**config.mk**
```make
export PLATFORM = sky130hd
export DESIGN_NAME = timer_counter
export DESIGN_NICKNAME = d
export VERILOG_FILES = /design/src/tmr_pkg.sv /design/src/timer_counter.sv
export SDC_FILE = /design/constraint.sdc
export NUM_CORES = 1
export LEC_CHECK = 0
export ABC_AREA = 1
export BUFFER_PORTS_ARGS = -buffer_cell sky130_fd_sc_hd__buf_2
export CAP_MARGIN = 20
export CORE_UTILIZATION = 55
export CTS_BUF_LIST = sky130_fd_sc_hd__clkbuf_16
export DETAILED_ROUTE_END_ITERATION = 16
export PLACE_DENSITY = 0.85
export RECOVER_POWER = 25
export SETUP_SLACK_MARGIN = 0.02
export SKIP_LAST_GASP = 1
export SLEW_MARGIN = 10
export SYNTH_ARGS = -nofsm -noshare
export SYNTH_HDL_FRONTEND = slang
export SYNTH_SLANG_ARGS = --single-unit
```
**constraint.sdc**
```tcl
create_clock -name sys_clk_i -period 3.6 [get_ports sys_clk_i]
set_input_delay 0.72 -clock sys_clk_i [delete_from_list [all_inputs] [get_ports sys_clk_i]]
set_output_delay 0.72 -clock sys_clk_i [all_outputs]
set_load 0.01 [all_outputs]
```
**src/tmr_pkg.sv**
```systemverilog
package tmr_pkg;
  // register offsets on the apb bus (byte addresses)
  localparam logic [7:0] OFS_COUNT = 8'h00;
  localparam logic [7:0] OFS_OPTION = 8'h04;
  localparam logic [7:0] OFS_INTCTL = 8'h08;
  localparam logic [7:0] OFS_CTRL = 8'h0c;
  // option register field positions
  localparam int OPT_SRC_BIT = 5;
  localparam int OPT_EDGE_BIT = 4;
  localparam int OPT_PSA_BIT = 3;
  localparam int OPT_PS_LSB = 0;
  localparam logic [7:0] OPTION_RST = 8'hff;
  // interrupt control register field positions
  localparam int INT_EN_BIT = 5;
  localparam int INT_FLAG_BIT = 2;
  // control register: bit0 sleep, bit1 watchdog clear (self clearing)
  localparam int CTRL_SLEEP_BIT = 0;
  localparam int CTRL_WDCLR_BIT = 1;
  // oscillator periods per instruction cycle (four phase clocks)
  localparam int PHASES = 4;
  localparam int WRITE_INHIBIT = 2;
  localparam int IRQ_LATENCY = 3;

  // four phase clocks of one instruction cycle
  typedef enum logic [1:0] {
    PH1 = 2'b00,
    PH2 = 2'b01,
    PH3 = 2'b11,
    PH4 = 2'b10
  } phase_t;

  // option fields decoded
  typedef struct packed {
    logic src;
    logic edge_fall;
    logic prescaler_assign_bit;
    logic [2:0] ps;
  } opt_t;
endpackage

```
**src/timer_counter.sv**
```systemverilog
`timescale 1ns/100ps
`default_nettype none
// Contract
// RULE_01: source clear: count every instruction cycle
// RULE_02: count write inhibits two instruction cycles
// RULE_03: source set: count pin edge, selectable
// RULE_04: prescaler goes to timer or watchdog
// RULE_05: ratio field selects 1:2 to 1:256
// RULE_06: rollover ff to 00 sets overflow flag
// RULE_07: enable bit masks request, flag still set
// RULE_08: software clears flag, hardware never does
// RULE_09: timer stops while device sleeps
// RULE_10: flag sampled each cycle, latency three cycles
// RULE_11: pin sampled on second, fourth phase
// RULE_12: unscaled pin high/low at least 2 periods
// RULE_13: scaled pin period at least 4 periods/ratio
// RULE_14: count updates 3 to 7 periods after edge
// RULE_15: count write clears prescaler when timer owns it
// RULE_16: watchdog clear clears prescaler when watchdog owns
// RULE_17: eight bit prescaler, invisible to software
// RULE_18: software follows sequence moving prescaler
// RULE_19: ratio is two to power n plus one
module timer_counter
  import tmr_pkg::*;
#(
  parameter int PS_WIDTH = 8
) (
  // clock and reset
  input wire logic sys_clk_i,
  input wire logic rstn_i,
  // apb slave
  input wire logic psel,
  input wire logic penable,
  input wire logic pwrite,
  input wire logic [7:0] paddr,
  input wire logic [31:0] pwdata,
  output logic [31:0] prdata,
  output logic pready,
  output logic pslverr,
  // external timer clock pin
  input wire logic timer_external_clock_pin,
  // watchdog side
  input wire logic wdt_tick_i,
  output logic wdt_clear_o,
  output logic wdt_tick_o,
  // overflow interrupt request
  output logic irq_o
);

  // registers
  logic [7:0] timer_count_register_q;
  logic [7:0] option_q;
  logic timer_overflow_flag_q;
  logic timer_overflow_irq_enable_q;
  logic sleep_q;
  phase_t phase_q;
  logic [PS_WIDTH-1:0] prescaler_q;
  logic pin_s1_q;
  logic pin_s2_q;
  logic src_prev_q;
  logic [1:0] inhibit_q;
  logic [IRQ_LATENCY-1:0] irq_pipe_q;
  logic flag_seen_q;
  logic wdt_clear_q;
  logic wdt_tick_q;
  logic [31:0] prdata_q;
  logic pready_q;
  logic pslverr_q;

  // ratio select: tap n of the prescaler gives 2^(n+1)
  function automatic logic tap(input logic [PS_WIDTH-1:0] cnt, input logic [2:0] n);
    tap = cnt[n];
  endfunction

  // bus decode
  wire logic acc = psel && penable && !pready_q;
  wire logic wr = acc && pwrite;
  wire logic hit_count = (paddr == OFS_COUNT);
  wire logic hit_option = (paddr == OFS_OPTION);
  wire logic hit_intctl = (paddr == OFS_INTCTL);
  wire logic hit_ctrl = (paddr == OFS_CTRL);
  wire logic mapped = hit_count || hit_option || hit_intctl || hit_ctrl;
  wire logic wr_count = wr && hit_count;
  wire logic wr_intctl = wr && hit_intctl;
  wire logic wr_option = wr && hit_option;
  wire logic wr_ctrl = wr && hit_ctrl;
  wire logic wd_clear_cmd = wr && hit_ctrl && pwdata[CTRL_WDCLR_BIT];

  // option fields
  wire opt_t opt = '{
    src: option_q[OPT_SRC_BIT],
    edge_fall: option_q[OPT_EDGE_BIT],
    prescaler_assign_bit: option_q[OPT_PSA_BIT],
    ps: option_q[OPT_PS_LSB +: 3]
  };
  wire logic ps_to_timer = !opt.prescaler_assign_bit; // [RULE_04]

  // cycle boundary: last phase of an instruction cycle
  wire logic cyc_end = (phase_q == PH4);
  wire logic sample_ph = (phase_q == PH2) || (phase_q == PH4); // [RULE_11]

  // edge detection on the synchronized pin; both stages idle low after reset,
  // so a pin held high through reset shows one rising edge after it; a change of edge select adds no edge
  wire logic pin_rise = pin_s2_q && !src_prev_q;
  wire logic pin_fall = !pin_s2_q && src_prev_q;
  wire logic pin_edge = opt.edge_fall ? pin_fall : pin_rise; // [RULE_03]

  // prescaler input: pin edge in counter mode, cycle tick in timer mode
  wire logic ps_in = opt.src ? pin_edge : cyc_end; // [RULE_01] [RULE_03]
  wire logic ps_next_bit = tap(prescaler_q + PS_WIDTH'(1), opt.ps);
  wire logic ps_rise = ps_in && ps_next_bit && !tap(prescaler_q, opt.ps);
  // prescaler carry into the timer, or raw source when unassigned
  wire logic timer_src = ps_to_timer ? ps_rise : ps_in; // [RULE_05] [RULE_19]
  wire logic timer_inc = timer_src && !sleep_q && (inhibit_q == 2'd0); // [RULE_02] [RULE_09]
  wire logic rollover = timer_inc && (timer_count_register_q == 8'hff); // [RULE_06]
  // prescaler advances on watchdog ticks when watchdog owns it
  wire logic wd_ps_in = !ps_to_timer && wdt_tick_i;
  wire logic wd_ps_out = wd_ps_in && ps_next_bit && !tap(prescaler_q, opt.ps);
  wire logic ps_clear = (wr_count && ps_to_timer) || (wd_clear_cmd && !ps_to_timer);

  // read words, each register sits in the low byte
  wire logic [31:0] rd_count_w = {24'h0, timer_count_register_q};
  wire logic [31:0] rd_option_w = {24'h0, option_q};
  wire logic [31:0] rd_intctl_w =
    {26'h0, timer_overflow_irq_enable_q, 2'b00, timer_overflow_flag_q, 2'b00};
  wire logic [31:0] rd_ctrl_w = {31'h0, sleep_q};
  // read data mux; the prescaler is never visible
  wire logic [31:0] rd_mux =
    hit_count ? rd_count_w :
    hit_option ? rd_option_w :
    hit_intctl ? rd_intctl_w :
    hit_ctrl ? rd_ctrl_w : 32'h0; // [RULE_17]
  // masked overflow request, the flag keeps the event either way
  wire logic irq_req = timer_overflow_flag_q && timer_overflow_irq_enable_q; // [RULE_07]

  // phase sequencer, gray order
  always_ff @(posedge sys_clk_i) begin
    if (!rstn_i) begin
      phase_q <= PH1;
    end else begin
      case (phase_q)
        PH1: phase_q <= PH2;
        PH2: phase_q <= PH3;
        PH3: phase_q <= PH4;
        PH4: phase_q <= PH1;
        default: phase_q <= PH1;
      endcase
    end
  end

  // pin synchronizer; second stage sampled on phases two and four
  always_ff @(posedge sys_clk_i) begin
    if (!rstn_i) begin
      pin_s1_q <= 1'b0;
      pin_s2_q <= 1'b0;
    end else begin
      pin_s1_q <= timer_external_clock_pin;
      if (sample_ph) begin
        pin_s2_q <= pin_s1_q; // [RULE_11] [RULE_14]
      end
    end
  end

  // previous synchronized level for edge detection
  always_ff @(posedge sys_clk_i) begin
    if (!rstn_i) begin
      src_prev_q <= 1'b0;
    end else begin
      src_prev_q <= pin_s2_q;
    end
  end

  // shared eight bit prescaler
  always_ff @(posedge sys_clk_i) begin
    if (!rstn_i) begin
      prescaler_q <= '0;
    end else if (ps_clear) begin
      prescaler_q <= '0; // [RULE_15] [RULE_16]
    end else if ((ps_to_timer && ps_in && !sleep_q) || wd_ps_in) begin
      prescaler_q <= prescaler_q + PS_WIDTH'(1); // [RULE_17]
    end
  end

  // count register: a write loads it, otherwise it steps on an increment
  always_ff @(posedge sys_clk_i) begin
    if (!rstn_i) begin
      timer_count_register_q <= 8'h00;
    end else if (wr_count) begin
      timer_count_register_q <= pwdata[7:0];
    end else if (timer_inc) begin
      timer_count_register_q <= timer_count_register_q + 8'h01; // [RULE_01]
    end
  end

  // write inhibit: counts down instruction cycle ends after a count write
  always_ff @(posedge sys_clk_i) begin
    if (!rstn_i) begin
      inhibit_q <= 2'd0;
    end else if (wr_count) begin
      inhibit_q <= 2'(WRITE_INHIBIT); // [RULE_02]
    end else if (cyc_end && inhibit_q != 2'd0) begin
      inhibit_q <= inhibit_q - 2'd1;
    end
  end

  // option register
  always_ff @(posedge sys_clk_i) begin
    if (!rstn_i) begin
      option_q <= OPTION_RST;
    end else if (wr_option) begin
      option_q <= pwdata[7:0];
    end
  end

  // sleep control, stops the timer while set
  always_ff @(posedge sys_clk_i) begin
    if (!rstn_i) begin
      sleep_q <= 1'b0;
    end else if (wr_ctrl) begin
      sleep_q <= pwdata[CTRL_SLEEP_BIT]; // [RULE_09]
    end
  end

  // overflow interrupt enable
  always_ff @(posedge sys_clk_i) begin
    if (!rstn_i) begin
      timer_overflow_irq_enable_q <= 1'b0;
    end else if (wr_intctl) begin
      timer_overflow_irq_enable_q <= pwdata[INT_EN_BIT]; // [RULE_07]
    end
  end

  // overflow flag: set wins over a software clear in the same cycle
  always_ff @(posedge sys_clk_i) begin
    if (!rstn_i) begin
      timer_overflow_flag_q <= 1'b0;
    end else if (rollover) begin
      timer_overflow_flag_q <= 1'b1; // [RULE_06] [RULE_07]
    end else if (wr_intctl) begin
      timer_overflow_flag_q <= pwdata[INT_FLAG_BIT]; // [RULE_08]
    end
  end

  // masked request sampled once per instruction cycle
  always_ff @(posedge sys_clk_i) begin
    if (!rstn_i) begin
      flag_seen_q <= 1'b0;
    end else if (cyc_end) begin
      flag_seen_q <= irq_req; // [RULE_10]
    end
  end

  // request pipe, three instruction cycles of latency
  always_ff @(posedge sys_clk_i) begin
    if (!rstn_i) begin
      irq_pipe_q <= '0;
    end else if (cyc_end) begin
      irq_pipe_q <= {irq_pipe_q[IRQ_LATENCY-2:0], flag_seen_q}; // [RULE_10]
    end
  end

  // watchdog clear command pulse
  always_ff @(posedge sys_clk_i) begin
    if (!rstn_i) begin
      wdt_clear_q <= 1'b0;
    end else begin
      wdt_clear_q <= wd_clear_cmd; // [RULE_16]
    end
  end

  // watchdog tick, through the postscaler when the watchdog owns it
  always_ff @(posedge sys_clk_i) begin
    if (!rstn_i) begin
      wdt_tick_q <= 1'b0;
    end else begin
      wdt_tick_q <= opt.prescaler_assign_bit ? wd_ps_out : wdt_tick_i; // [RULE_04]
    end
  end

  // apb answer: one wait state, error on unmapped address
  always_ff @(posedge sys_clk_i) begin
    if (!rstn_i) begin
      pready_q <= 1'b0;
      pslverr_q <= 1'b0;
    end else begin
      pready_q <= acc;
      pslverr_q <= acc && !mapped;
    end
  end

  // read data captured on the access edge, stands with ready
  always_ff @(posedge sys_clk_i) begin
    if (!rstn_i) begin
      prdata_q <= 32'h0;
    end else if (acc && !pwrite) begin
      prdata_q <= rd_mux;
    end
  end

  assign prdata = prdata_q;
  assign pready = pready_q;
  assign pslverr = pslverr_q;
  assign wdt_clear_o = wdt_clear_q;
  assign wdt_tick_o = wdt_tick_q;
  assign irq_o = irq_pipe_q[IRQ_LATENCY-1];

endmodule
`default_nettype wire

```
==> Word level (Yosys, flattened, before mapping) <==
Cells that the tools add are included.
{ "totals": {"reg_bits": 74, "inputBits": 47, "output_inout_bits": 37, "wordCells": 99} }
{ "classes": {"add_sub_neg": 3, "order_cmp": 1, "eq_ne": 7, "muxes": 19, "bitwise_logic": 1, "reduce_logical": 49} }
{ "op_table": {"columns": ["op", "count"], "rows": [
  ["$mux 8", 4],
  ["$logic_and 1x1->1", 26],
  ["$add 8x1->8 const B", 2],
  ["$eq 8x4->1 const B", 2],
  ["$mux 1", 9],
  ["$eq 8x3->1 const B", 1],
  ["$eq 8x8->1 const B", 1],
  ["$logic_not 1->1", 8],
  ["$logic_not 8->1", 1],
  ["$pmux 2 s4", 1],
  ["$reduce_bool 2->1", 4],
  ["$bmux 1 s3", 2],
  ["$logic_or 1x1->1", 6],
  ["$mux 6", 1],
  ["$eq 2x2->1 const B", 2],
  ["$logic_not 2->1", 2],
  ["$lt 3x4->1 const B", 1],
  ["$mux 2", 2],
  ["$reduce_or 2->1", 2],
  ["$eq 2x1->1 const B", 1],
  ["$sub 2x1->2 const B", 1],
  ["$not 1->1", 1]
]} }

==> Longest topological paths before layout <==
{ "depth": {"ltp_word": 11, "depth_mapped": 14, "mapped_depth_nobuf": 14} }

==> Worst setup path before layout <==
No wires, ideal clock.
{ "synth_path": {"path_type": "input -> register", "start": "in paddr[1]", "end": "reg timer_count_register_q[7]", "setup_time_ps": 132, "arrival_ps": 1812, "required_time_ps": 3468, "path_slack_ps": 1656, "cell_stages": 9, "n_path_buf": 1, "path_cell_list": "nor2_1 inv_2 nor4_4 nand2_4 clkbuf_1 nand2_1 nand2_1 nand2_1 a21oi_1"} }
{ "synth_via": {"elab_chain_cells": 3, "word_cells_on_any_way": 4, "classes_between": "1 x mux; 3 x reduce/logical"} }
{ "synth_rtl": {"columns": ["element", "line", "source"], "rows": [
  ["from (decl)", "timer_counter.sv:35", "input wire logic [7:0] paddr,"],
  ["$logic_not 8->1 *", "timer_counter.sv:78", "wire logic hit_count = (paddr == OFS_COUNT);"],
  ["$logic_and 1x1->1 *", "timer_counter.sv:83", "wire logic wr_count = wr && hit_count;"],
  ["$mux 8 or $reduce_bool 2->1 (tied branches)", null, null],
  ["to (signal assigned)", "timer_counter.sv:189", "timer_count_register_q <= pwdata[7:0];"],
  ["to (signal assigned)", "timer_counter.sv:191", "timer_count_register_q <= timer_count_register_q + 8'h01;"],
  ["to (decl)", "timer_counter.sv:51", "logic [7:0] timer_count_register_q;"]
]} }
Mark *: on every way between the ends. The rest lies on a longest branch, timed or not.
A chain may end at the register's enable or synchronous reset.

==> impl_metrics.yaml <==
critical_path:
  cp-startpoint: "rstn_i"
  worstPathRequired_ns: 3.82
  critPathArrivalTime_ns: 2.56
  r2r-end: "timer_count_register_q[5]"
  crit_fanout: 27
  r2r-start: "prescaler_q[0]"
  start_kind: "primary input"
  crit_cells: 5
  timing.critical_path.buf_inv: 2
  criticalPathCategory: "in2reg"
  crit_path_end_kind: "register"
  r2r_cells: 11
  critPathMaxStageDelay_ns: 0.77
  slowest_stage: "clkbuf_1"
  critical_path.endpoint: "pslverr"
  ff2ff_setup_slack_ns: 1.68
  crit_family: "buffers and inverters"
  crit_chain: "clkbuf_1 -> inv_1 -> nor2_1 -> nand3b_1 -> nor3_1"
drt:
  vias: 2467
  via_per_inst: 5.18
  drc: 0
  final_antenna_net_count: 0
  avgRoutedWirePerCell_um: 12.2
  drt_iter0_markers: 216
  drt_wl_total_um: 5820
  dr.pass1.iters: 4
final_layout:
  syn2layout_area_growth_pct: 8.86
  fin_cells: 476
  drive_gt1_frac: 0.122
  diodes: 0
  final_common_cell: "nand2_1"
  mostFrequentLayoutCells: "nand2_1, dfxtp_1, inv_1"
  nNetsFinal: 462
clock_network:
  insertion_delay_ns: 0.29
  htreeDepth: 2
  cts_tree: "built"
  clock_sinks: 50
  cts_resized: 0
  cts_hold_buf: 0
  numCtsBuffers: 5
  clockBufferDepth: 2
  root_buffer: "clkbuf_16"
  clkTransAtPathRegs_ns: 0.07
  post_cts_buffers: 0
power:
  seqPwrFrac: 0.506
  p_sw_frac: 0.255
  clkPwrFrac: 0.398
  p_per_area_nw_per_um2: 386
  p_leak_uw: 0.00131
  vdd_drop_max_mv: 0.321
  p_int_uw: 862
  p_comb_frac: 0.096
  p_sw_uw: 295
  fin_total_pwr_uw: 1160
floorplanning:
  initial_core_util: 0.576
  rows: 25
  core_area_um2: 4790
  boundaryPins: 84
  chipHeight_um: 72.8
  die_area_um2: 5300
  die_x_um: 72.8
run_status:
  outcome: "complete, no violations"
sta:
  fin_crit_ns: 2.34
  worst_slew_pin_slew_ns: 1.07
  slew-limit-headroom: 0.286
  rsz0062_at_grt: "no"
  slew_viol_final: 0
  fin_worst_skew_ns: 0.00252
  hold_viol: 0
  setup_viol: 0
  fin_ws_ns: 1.26
  setup-tns-final_ns: 0
  fin_crit_sh: 0.650
  clock.fmax_mhz: 427
logic_synthesis:
  synth-seq-cells: 50
  avgSynthCellArea_um2: 7.31
  synthDistinctLibCells: 38
  synth-seq-area-share: 0.363
  syn-cell-area_um2: 2760
  synthCells: 377
  yosys_warnings: 0
worst_hold_path:
  hold_class: "reg2reg"
placement:
  place_hpwl_um: 4300
  gp_congestion: 0.887
  placedCellCount: 468
  dp_slack_ns: 1.16
  portBuffers: 35
global_routing:
  antenna_found_initial: 0
  grt_overflow: 0
  track_usage: 0.233
  grt_pass1_wl_um: 9490
  grt_max_degree: 28
  grt_pass1_vias: 2233
run:
  drv_cap: 0
==> worst min-delay path, cell delays in order (launching register included) <==
cell	delay, ns
dfxtp_1	0.30
inv_1	0.04
a21oi_1	0.05
==> power groups by stage <==
| stage | registers, µW | logic [µW] | clock network, µW |
|---|---|---|---|
| final | 585 | 112 | 460 |
| after global routing | 587 | 127 | 484 |
| after CTS | 585 | 113 | 465 |
| after detailed placement | 597 | 112 | 0 |
| after global placement | 596 | 109 | 0 |
| after floorplan | 597 | 92.1 | 0 |
==> cells in the mapped netlist (all sizes together) <==
cell    number  area share
a211oi       2      0.0054
a21oi       25       0.045
a22oi        1      0.0027
a41oi        3      0.0095
and3         2      0.0045
buf         28       0.077
clkbuf       7       0.010
clkinv       1      0.0018
conb         1      0.0014
dfxtp       50        0.36
ha           7       0.032
inv         44       0.060
mux2i        1      0.0036
nand2       82        0.12
nand3       37       0.071
nand3b       1      0.0027
nand4        1      0.0023
nor2        31       0.045
nor3         5      0.0091
nor4         4       0.025
o211ai      17       0.048
o21ai       18       0.033
o21bai       1      0.0027
o221ai       1      0.0032
o31ai        1      0.0027
xnor2        2      0.0064
xor2         4       0.013
==> worst min path at each step <==
| stage | start | end | slack [ns] | cells past startpoint |
|---|---|---|---|---|
| detailed placement | pin_s1_q | pin_s2_q | 0.42 | 2 |
| global placement | pin_s1_q | pin_s2_q | 0.41 | 2 |
| floorplan | pin_s1_q | pin_s2_q | 0.41 | 2 |
| finish | pin_s1_q | pin_s2_q | 0.43 | 2 |
| global route | pin_s1_q | pin_s2_q | 0.44 | 2 |
| CTS | pin_s1_q | pin_s2_q | 0.43 | 2 |
==> registers in the layout, summed over array words and instances, names as in the netlist, 2 cells and up <==
name	flops
irq_pipe_q	3
inhibit_q	2
option_q	8
timer_count_register_q	8
phase_q	2
prdata	8
prescaler_q	8
==> metal layers <==
layer	wire [µm]	up-vias	track usage
li1	-	1261	-
met1	2610	1138	0.279
met2	2860	60	0.412
met3	281	8	0.0525
met4	65	0	0.0719
met5	0	-	0
==> stage by stage <==
| step | util | instance area [µm²] | hold WS (ns) |
|---|---|---|---|
| after floorplan | - | 2840 | 0.409 |
| after global placement | 0.599 | 2870 | 0.414 |
| after detailed placement | 0.599 | 2870 | 0.424 |
| after CTS | 0.629 | 3010 | 0.434 |
| after global routing | 0.627 | 3000 | 0.443 |
| final | 0.627 | 3000 | 0.434 |
==> area by class of cell <==
cell class	instances	area, µm²
fillers	434	1790
repair buffers	36	171
multi-input cells	270	1430
clock buffers	5	125
clock inverters	3	16.3
flip-flops and latches	50	1000
inverters	45	170
well taps	67	83.8
==> logic make-up (layout without fill, tap and decap cells) <==
group / after synthesis / in the layout / synth area share
XOR/XNOR: 6 / 6 / 0.0191
other: 1 / 24 / 0.00136
AND/OR/NAND/NOR: 163 / 163 / 0.280
flip-flops: 50 / 50 / 0.363
multiplexers: 1 / 1 / 0.00363
buffers and inverters: 80 / 89 / 0.148
AO/OA/AOI/OAI: 69 / 69 / 0.153
adder cells (fa/ha/maj): 7 / 7 / 0.0318
(Power assumes the default switching activity.)
